`src/rtl/irb_pkg.sv`:
```
// package: register map, reset values and carrier types for the iso rx mask and bus-mgmt seeds
package irb_pkg;
    // ==========================================================
    // register offsets (byte addresses)
    localparam logic [7:0]  IRB_OFF_EVT_SET   = 8'ha0;        // receive event set
    localparam logic [7:0]  IRB_OFF_EVT_CLR   = 8'ha4;        // receive event clear, masked read
    localparam logic [7:0]  IRB_OFF_MASK_SET  = 8'ha8;        // receive mask set
    localparam logic [7:0]  IRB_OFF_MASK_CLR  = 8'hac;        // receive mask clear
    localparam logic [7:0]  IRB_OFF_BW_SEED   = 8'hb0;        // initial bandwidth
    localparam logic [7:0]  IRB_OFF_CHHI_SEED = 8'hb4;        // initial channels high
    localparam logic [7:0]  IRB_OFF_CTRL      = 8'hb8;        // software reset control
    // ==========================================================
    // field layouts and reset values
    localparam int          IRB_CTX_N         = 4;            // receive contexts
    localparam int          IRB_BW_W          = 13;           // bandwidth field width
    localparam logic [12:0] IRB_BW_RST        = 13'h1333;     // bandwidth seed reset
    localparam logic [31:0] IRB_CHHI_RST      = 32'hffffffff; // channels-high seed reset
    localparam int          IRB_CTRL_SRST_BIT = 0;            // software reset trigger bit
    localparam logic [1:0]  IRB_RESP_OKAY     = 2'h0;         // axi okay
    localparam logic [1:0]  IRB_RESP_SLVERR   = 2'h2;         // axi slave error
    // ==========================================================
    // carrier: seed values to bus management csrs
    typedef struct packed {
        logic        load;       // one-cycle copy strobe
        logic [12:0] bandwidth;  // bandwidth_available value
        logic [31:0] chan_hi;    // channels_available_hi value
    } irb_csr_load_t;
endpackage

```
`src/rtl/irb_mask_reg.sv`:
```
// set/clear mask register for the receive contexts
`timescale 1ns/10ps
module irb_mask_reg (
    input  wire logic       aclk,
    input  wire logic       rst_ok,     // high: registers run
    input  wire logic       set_we,     // write strobe, set address
    input  wire logic       clr_we,     // write strobe, clear address
    input  wire logic [3:0] wdata,      // low write bits
    output logic      [3:0] mask_q      // current mask
);
    import irb_pkg::*;
    logic [3:0] mask_ff;   // stored mask
    logic [3:0] nxt_mask;  // next mask

    // ==========================================================
    // next state: ones set or clear, zeros leave alone
    always_comb begin
        nxt_mask = mask_ff;
        if (set_we) begin
            nxt_mask = nxt_mask | wdata;
        end
        if (clr_we) begin
            nxt_mask = nxt_mask & ~wdata;
        end
        if (!rst_ok) begin
            nxt_mask = 4'h0;
        end
    end

    // register only
    always_ff @(posedge aclk) begin
        mask_ff <= nxt_mask;
    end
    assign mask_q = mask_ff;
endmodule

```
`src/rtl/irb_regs.sv`:
```
// iso receive mask, receive event and bus-management seed register bank
//
// The AXI4-Lite slave port was left to the implementer.
`timescale 1ns/10ps
module irb_regs (
    input  wire logic                   aclk,
    input  wire logic                   aresetn,
    input  wire logic [7:0]             s_axi_awaddr,
    input  wire logic                   s_axi_awvalid,
    output logic                        s_axi_awready,
    input  wire logic [31:0]            s_axi_wdata,
    input  wire logic [3:0]             s_axi_wstrb,
    input  wire logic                   s_axi_wvalid,
    output logic                        s_axi_wready,
    output logic [1:0]                  s_axi_bresp,
    output logic                        s_axi_bvalid,
    input  wire logic                   s_axi_bready,
    input  wire logic [7:0]             s_axi_araddr,
    input  wire logic                   s_axi_arvalid,
    output logic                        s_axi_arready,
    output logic [31:0]                 s_axi_rdata,
    output logic [1:0]                  s_axi_rresp,
    output logic                        s_axi_rvalid,
    input  wire logic                   s_axi_rready,
    input  wire logic [3:0]             rx_ctx_irq,               // context irq, level
    input  wire logic                   global_reset_input,       // global reset, high
    input  wire logic                   host_bus_reset_input,     // host bus reset, high
    input  wire logic                   bus_reset_1394,           // 1394 bus reset, high
    output logic                        iso_receive_summary_irq,  // summary interrupt
    output irb_pkg::irb_csr_load_t      csr_load                  // seeds to csr logic
);
    import irb_pkg::*;

    // ==========================================================
    // state
    logic        aw_ff, nxt_aw;           // write address held
    logic        w_ff, nxt_w;             // write data held
    logic [7:0]  awaddr_ff, nxt_awaddr;   // captured write address
    logic [31:0] wdata_ff, nxt_wdata;     // captured write data
    logic [3:0]  wstrb_ff, nxt_wstrb;     // captured strobes
    logic        bvalid_ff, nxt_bvalid;   // write response pending
    logic [1:0]  bresp_ff, nxt_bresp;     // write response code
    logic        rvalid_ff, nxt_rvalid;   // read response pending
    logic [31:0] rdata_ff, nxt_rdata;     // read data
    logic [1:0]  rresp_ff, nxt_rresp;     // read response code
    logic [3:0]  evt_ff, nxt_evt;         // receive event bits
    logic [3:0]  irq_d_ff, nxt_irq_d;     // context irq delayed, for edges
    logic [12:0] bw_ff, nxt_bw;           // initial_bw_field
    logic [31:0] chhi_ff, nxt_chhi;       // initial_channel_hi_field
    logic        srst_ff, nxt_srst;       // software reset pulse
    logic        trig_d_ff, nxt_trig_d;   // reset trigger level, delayed
    irb_csr_load_t load_ff, nxt_load;     // csr copy output
    logic [3:0]  mask;                    // current receive mask
    logic        do_wr;                   // write commits this cycle
    logic        rst_ok;                  // not in hardware or software reset
    logic        mask_set_we, mask_clr_we;
    logic        trig;                    // any copy trigger level

    // hardware reset and software reset share the register reset
    assign rst_ok = aresetn && !srst_ff;

    // full byte lanes only; partial writes to these registers are ignored
    function automatic logic wr_hit(input logic [7:0] a, input logic [7:0] off,
                                    input logic [3:0] strb);
        wr_hit = (a == off) && (strb == 4'hf);
    endfunction

    // ==========================================================
    // write channel: address and data taken in either order
    assign s_axi_awready = !aw_ff && !bvalid_ff;
    assign s_axi_wready  = !w_ff && !bvalid_ff;
    assign do_wr         = aw_ff && w_ff && !bvalid_ff;

    always_comb begin
        nxt_aw     = aw_ff;
        nxt_w      = w_ff;
        nxt_awaddr = awaddr_ff;
        nxt_wdata  = wdata_ff;
        nxt_wstrb  = wstrb_ff;
        nxt_bvalid = bvalid_ff;
        nxt_bresp  = bresp_ff;
        if (s_axi_awvalid && s_axi_awready) begin
            nxt_aw     = 1'b1;
            nxt_awaddr = s_axi_awaddr;
        end
        if (s_axi_wvalid && s_axi_wready) begin
            nxt_w     = 1'b1;
            nxt_wdata = s_axi_wdata;
            nxt_wstrb = s_axi_wstrb;
        end
        if (do_wr) begin
            nxt_aw     = 1'b0;
            nxt_w      = 1'b0;
            nxt_bvalid = 1'b1;
            case (awaddr_ff)
                IRB_OFF_EVT_SET, IRB_OFF_EVT_CLR, IRB_OFF_MASK_SET, IRB_OFF_MASK_CLR,
                IRB_OFF_BW_SEED, IRB_OFF_CHHI_SEED, IRB_OFF_CTRL: begin
                    nxt_bresp = IRB_RESP_OKAY;
                end
                default: begin
                    nxt_bresp = IRB_RESP_SLVERR; // unmapped
                end
            endcase
        end else if (bvalid_ff && s_axi_bready) begin
            nxt_bvalid = 1'b0;
        end
        if (!aresetn) begin
            nxt_aw     = 1'b0;
            nxt_w      = 1'b0;
            nxt_awaddr = 8'h00;
            nxt_wdata  = 32'h0;
            nxt_wstrb  = 4'h0;
            nxt_bvalid = 1'b0;
            nxt_bresp  = IRB_RESP_OKAY;
        end
    end

    // ==========================================================
    // read channel: one cycle from address to data
    assign s_axi_arready = !rvalid_ff;

    always_comb begin
        nxt_rvalid = rvalid_ff;
        nxt_rdata  = rdata_ff;
        nxt_rresp  = rresp_ff;
        if (s_axi_arvalid && s_axi_arready) begin
            nxt_rvalid = 1'b1;
            nxt_rresp  = IRB_RESP_OKAY;
            case (s_axi_araddr)
                IRB_OFF_EVT_SET: begin
                    nxt_rdata = {28'h0, evt_ff};
                end
                IRB_OFF_EVT_CLR: begin
                    nxt_rdata = {28'h0, evt_ff & mask};
                end
                IRB_OFF_MASK_SET, IRB_OFF_MASK_CLR: begin
                    nxt_rdata = {28'h0, mask};
                end
                IRB_OFF_BW_SEED: begin
                    nxt_rdata = {19'h0, bw_ff};
                end
                IRB_OFF_CHHI_SEED: begin
                    nxt_rdata = chhi_ff;
                end
                IRB_OFF_CTRL: begin
                    nxt_rdata = 32'h0; // trigger bit self-clears
                end
                default: begin
                    nxt_rdata = 32'h0;
                    nxt_rresp = IRB_RESP_SLVERR;
                end
            endcase
        end else if (rvalid_ff && s_axi_rready) begin
            nxt_rvalid = 1'b0;
        end
        if (!aresetn) begin
            nxt_rvalid = 1'b0;
            nxt_rdata  = 32'h0;
            nxt_rresp  = IRB_RESP_OKAY;
        end
    end

    // ==========================================================
    // mask register: set and clear strobes
    assign mask_set_we = do_wr && wr_hit(awaddr_ff, IRB_OFF_MASK_SET, wstrb_ff);
    assign mask_clr_we = do_wr && wr_hit(awaddr_ff, IRB_OFF_MASK_CLR, wstrb_ff);

    irb_mask_reg u_mask (
        .aclk   (aclk),
        .rst_ok (rst_ok),
        .set_we (mask_set_we),
        .clr_we (mask_clr_we),
        .wdata  (wdata_ff[IRB_CTX_N-1:0]),
        .mask_q (mask)
    );

    // ==========================================================
    // events: rising edge or set write sets; clear write clears; set wins
    always_comb begin
        nxt_evt   = evt_ff;
        nxt_irq_d = rx_ctx_irq;
        if (do_wr && wr_hit(awaddr_ff, IRB_OFF_EVT_CLR, wstrb_ff)) begin
            nxt_evt = nxt_evt & ~wdata_ff[3:0];
        end
        nxt_evt = nxt_evt | (rx_ctx_irq & ~irq_d_ff);
        if (do_wr && wr_hit(awaddr_ff, IRB_OFF_EVT_SET, wstrb_ff)) begin
            nxt_evt = nxt_evt | wdata_ff[3:0];
        end
        if (!rst_ok) begin
            nxt_evt   = 4'h0;
            nxt_irq_d = 4'h0;
        end
    end

    // summary: bit n of mask gates event n only
    assign iso_receive_summary_irq = |(evt_ff & mask);

    // ==========================================================
    // seeds and software reset
    always_comb begin
        nxt_bw   = bw_ff;
        nxt_chhi = chhi_ff;
        nxt_srst = 1'b0;
        if (do_wr && wr_hit(awaddr_ff, IRB_OFF_BW_SEED, wstrb_ff)) begin
            nxt_bw = wdata_ff[IRB_BW_W-1:0];
        end
        if (do_wr && wr_hit(awaddr_ff, IRB_OFF_CHHI_SEED, wstrb_ff)) begin
            nxt_chhi = wdata_ff;
        end
        if (do_wr && wr_hit(awaddr_ff, IRB_OFF_CTRL, wstrb_ff)) begin
            nxt_srst = wdata_ff[IRB_CTRL_SRST_BIT];
        end
        if (!rst_ok) begin
            nxt_bw   = IRB_BW_RST;
            nxt_chhi = IRB_CHHI_RST;
            nxt_srst = 1'b0;
        end
    end

    // ==========================================================
    // csr copy: one strobe on the falling edge of the combined reset level, when the last source releases
    assign trig = !rst_ok || global_reset_input || host_bus_reset_input || bus_reset_1394;

    always_comb begin
        nxt_trig_d = trig;
        nxt_load   = load_ff;
        nxt_load.load = 1'b0;
        if (trig_d_ff && !trig) begin
            // copy on release so the value is the reset or latest seed
            nxt_load.load      = 1'b1;
            nxt_load.bandwidth = bw_ff;
            nxt_load.chan_hi   = chhi_ff;
        end
        if (!aresetn) begin
            nxt_trig_d = 1'b1;
            nxt_load   = '0;
        end
    end

    // ==========================================================
    // registers only
    always_ff @(posedge aclk) begin
        aw_ff     <= nxt_aw;
        w_ff      <= nxt_w;
        awaddr_ff <= nxt_awaddr;
        wdata_ff  <= nxt_wdata;
        wstrb_ff  <= nxt_wstrb;
        bvalid_ff <= nxt_bvalid;
        bresp_ff  <= nxt_bresp;
        rvalid_ff <= nxt_rvalid;
        rdata_ff  <= nxt_rdata;
        rresp_ff  <= nxt_rresp;
        evt_ff    <= nxt_evt;
        irq_d_ff  <= nxt_irq_d;
        bw_ff     <= nxt_bw;
        chhi_ff   <= nxt_chhi;
        srst_ff   <= nxt_srst;
        trig_d_ff <= nxt_trig_d;
        load_ff   <= nxt_load;
    end

    assign s_axi_bvalid = bvalid_ff;
    assign s_axi_bresp  = bresp_ff;
    assign s_axi_rvalid = rvalid_ff;
    assign s_axi_rdata  = rdata_ff;
    assign s_axi_rresp  = rresp_ff;
    assign csr_load     = load_ff;
endmodule

```
`config.mk`:
```
export PLATFORM = sky130hd
export DESIGN_NAME = irb_regs
export DESIGN_NICKNAME = d
export VERILOG_FILES = /design/src/rtl/irb_pkg.sv /design/src/rtl/irb_mask_reg.sv /design/src/rtl/irb_regs.sv
export SDC_FILE = /design/constraint.sdc
export NUM_CORES = 1
export LEC_CHECK = 0
export BUFFER_PORTS_ARGS = -buffer_cell sky130_fd_sc_hd__buf_2
export CELL_PAD_IN_SITES_DETAIL_PLACEMENT = 0
export CELL_PAD_IN_SITES_GLOBAL_PLACEMENT = 1
export CORE_MARGIN = 2
export CORE_UTILIZATION = 37
export DETAILED_ROUTE_END_ITERATION = 12
export GPL_ROUTABILITY_DRIVEN = 0
export PLACE_DENSITY = 0.81
export SLEW_MARGIN = 30
export SYNTH_ARGS = -nofsm -noshare
export SYNTH_HDL_FRONTEND = slang
export SYNTH_HIERARCHICAL = 1
export SYNTH_SLANG_ARGS = --single-unit
export TNS_END_PERCENT = 10
```
`constraint.sdc`:
```
create_clock -name aclk -period 2.4 [get_ports aclk]
set_clock_uncertainty 0.1 [all_clocks]
set_input_delay 0.12 -clock aclk [delete_from_list [all_inputs] [get_ports aclk]]
set_output_delay 0.12 -clock aclk [all_outputs]
set_load 0.05 [all_outputs]
```
==> reports/results.md <==
## Worst setup path
* 2.64 ns — CP required
* simple AND/OR/NAND/NOR gates — Worst path top cell family by delay
* u_mask/mask_q[1] — destination of the worst register-to-register timing path
* 0.58 ns — maximum single-stage delay on the critical path
* flip-flop — Worst setup SP type
* 0 — count of buffer and inverter cells on the critical path
* or3b_4, or4_4, nor4b_4, a21oi_1, a211oi_1 — crit-path cells
* or4_4 — critical-path cell with the highest stage delay
* 2.36 ns — data arrival time of the critical path
* 5 — number of cell instances on the worst register-to-register path
* flip-flop to flip-flop — CP Class
* awaddr_ff[7] — launch instance of the worst register-to-register path
* 0.28 ns — Register-to-Register Setup Slack
* 4 — CP max FO
* flip-flop — Worst setup EP type

## Global route
* 128 — maximum number of pins on one net before global-route repair
* 30.5 mm — global-route wire length before repair
* 1 — initial antenna violation count
* 17.9% — overall routing resource usage
* 0 — total overflow reported by the global router
* 5654 — via count of the first global-routing pass

## Worst hold path
* 4 — Worst Hold Depth
* s_axi_awvalid — worst hold path startpoint
* awaddr_ff[6] — sink of the worst hold path
* input pin to flip-flop — type of the most critical hold path

## Timing
* 0.472 GHz — Highest Clock Rate
* 0 — setup violation total in the final timing report
* 0 — Hold Fails Final Rpt
* 0 — max-slew violation count
* 45.9% — worst slew slack as a fraction of its limit
* 0.0799 ns — final hold slack
* 88.3% — crit share post-route
* 2.12 ns — post-layout minimum cycle time
* 0 ns — Final TNS setup
* no — unrepaired setup endpoints after global routing
* 0.808 ns — transition at the pin with the smallest max-transition slack

## Routing
* 4.86 — post-DR vias/cell
* 5943 — via total after detailed routing
* 18.9 mm — Total Wirelength
* 15.5 um — routed len/inst
* 0 — Final ANT Viol Nets
* 363 — number of violations reported at the end of detailed-routing iteration 0
* 5 — total iterations of the first detailed-routing run
* 0 — remaining routing DRC violations

## CTS
* 0 — Post-CTS Resized
* done — clock tree from TritonCTS
* 0.43 ns — insertion delay of the later-clocked pin in the worst-skew pair
* 187 — Num Clock Sinks
* 58 — hold bufs inserted after CTS
* 2 — maximum buffer depth of the clock tree
* clkbuf_16 — root buffer cell
* 4 — total number of H-tree levels
* 0.07 ns — clock slew at reported path FFs
* 0 — count of buffers added by post-CTS timing repair for setup
* 17 — total CTS buffers

## Logic synthesis
* 6 — Ys Warns
* 0.00740 sq mm — post-synthesis instance area
* 50.6% — top-area cell type share of the netlist area
* 187 — Synth Register Bits
* dfxtp_1 — post-synthesis cell type with the largest combined area
* 9.82 sq um — per-instance average area after synthesis
* 50.6% — register area share after synthesis
* 0% — post-synthesis async set-or-reset flop share
* dfxtp_1 — most frequently used flop master after synthesis
* 754 — cells after synthesis
* dfxtp_1 51%, mux2i_1 9.3%, nand2_1 6.1%, nor2b_1 5.5%, a21boi_1 4.6% — top cells by area in the synthesized netlist
* 50 — number of different library cells in the post-synthesis netlist
* 0 — number of enable-type register cells in the synthesized netlist

## Finish
* 0.00336 sq mm — multi-input gate area in the final layout
* 0.00374 sq mm — sequential cell area
* 29.9% — area growth from synthesis to final layout
* 23.4% — layout cell share with drive strength beyond 1
* 0.00962 sq mm — Finished Cell Area
* 1886 — count of filler cells inserted in the layout
* 1011 — net count reported at finish

## Power
* 726 mW/mm^2 — power density over cell area
* 6.98 mW — overall power of the completed layout
* 4.29 nW — leak pwr
* 0.000456 V — Max rail drop VDD

## Floorplanning
* 37.9% — Starting Density
* 145 um — Die Span Y
* 0.0212 sq mm — area of the die
* 51 — std cell rows
* 154 — number of top-level pins
* 145 um — die width
* 0.0195 sq mm — placeable core area

## Place
* 12.1 mm — half-perimeter wire length after placement
* 151 — PortBufs
* 0.00840 sq mm — placed cell area

## Flow run
* 0 — number of max-cap violations

## Run status
* completed — outcome

## logic make-up after synthesis
kind of cell    share of synthesized area (%)
simple gates                             19.7
buf+inv                                  4.17
other cells                            0.0507
mux                                      9.33
flops                                    50.6
compound gates                           16.1
## cell type report
| type | instances | share of cell area [%] |
|---|---|---|
| antenna | 1 | 0.0260 |
| clock buffer | 21 | 4.89 |
| clock inverter | 10 | 1.70 |
| inverter | 12 | 0.468 |
| multi-input combinational | 500 | 35.0 |
| sequential | 187 | 38.9 |
| tap | 265 | 3.45 |
| timing repair buffer | 227 | 15.6 |
## cells in the final DEF (no fill, tap or decap), drive strengths merged, types with 3 or more instances in the layout
cell,instances
inv,13
nand3,17
a221o,18
buf,169
mux2i,69
nor4b,4
nand2b,10
dfxtp,187
a21boi,47
or4b,3
and2,16
nor2b,65
clkinv,4
clkbuf,21
a22oi,21
a31oi,7
nand2,120
nand3b,6
nor2,10
or4,3
a21oi,19
nand4b,3
a211oi,4
dlygate4sd3,58
o21ai,31
bufinv,4
nor4,3
## Yosys cell counts, types with 3 or more instances
cell type,count
a31oi_1,7
dfxtp_1,187
inv_1,11
nor2_1,10
buf_2,10
a221o_1,18
nand4b_1,3
o21ai_0,8
buf_6,4
a211oi_1,4
mux2i_1,69
and2_1,16
buf_4,3
a21boi_1,45
a22oi_1,11
nand3b_1,6
a21oi_1,19
a22oi_2,10
nor4b_1,3
clkbuf_1,37
nand3_1,17
nand2_1,120
nor2b_1,65
nand2b_1,10
o21ai_1,23
## stage by stage
step	utilization, %	setup slack, ns	instances
after floorplan	-	0.00647	755
after global placement	43.0	0.343	1133
after global routing	49.3	0.189	1223
after CTS	49.2	0.263	1222
after detailed placement	43.0	0.276	1133
final	49.3	0.280	1223
## power breakdown
part | internal, mW | switching (mW) | total [mW]
logic | 0.276 | 0.423 | 0.699
registers | 3.20 | 0.0693 | 3.27
clock network | 1.83 | 1.19 | 3.02
total | 5.30 | 1.68 | 6.98
## metal layers
layer / GRT usage, % / vias to the layer above / routed length, um
met4: 5.69 / 0 / 267
met1: 24.6 / 2807 / 9340
met2: 28.5 / 121 / 8650
met5: 0 / - / 0
met3: 3.64 / 22 / 688
li1: - / 2993 / -
## state kept, by name, indices dropped and copies added (netlist names), 4 cells and up
name	cells
wdata_ff	32
irq_d_ff	4
csr_load	46
awaddr_ff	8
evt_ff	4
bw_ff	13
s_axi_rdata	32
chhi_ff	32
wstrb_ff	4
u_mask/mask_q	4
## worst max path at each step
| stage | startpoint | to | slack [ns] | cells after the start |
|---|---|---|---|---|
| after floorplan | s_axi_bvalid | wdata_ff[10] | 0.006 | 6 |
| after global placement | awaddr_ff[7] | u_mask/mask_q[0] | 0.34 | 5 |
| after detailed placement | awaddr_ff[7] | u_mask/mask_q[1] | 0.28 | 5 |
| after CTS | awaddr_ff[7] | u_mask/mask_q[1] | 0.26 | 5 |
| after global routing | awaddr_ff[7] | u_mask/mask_q[1] | 0.19 | 5 |
| final | awaddr_ff[7] | u_mask/mask_q[1] | 0.28 | 5 |
## worst min-delay path: stages
cell,delay [ns]
buf_2,0.09
nand2_1,0.18
nand2_1,0.12
a21boi_1,0.05
Note: power is estimated with default switching activity, not from simulation.
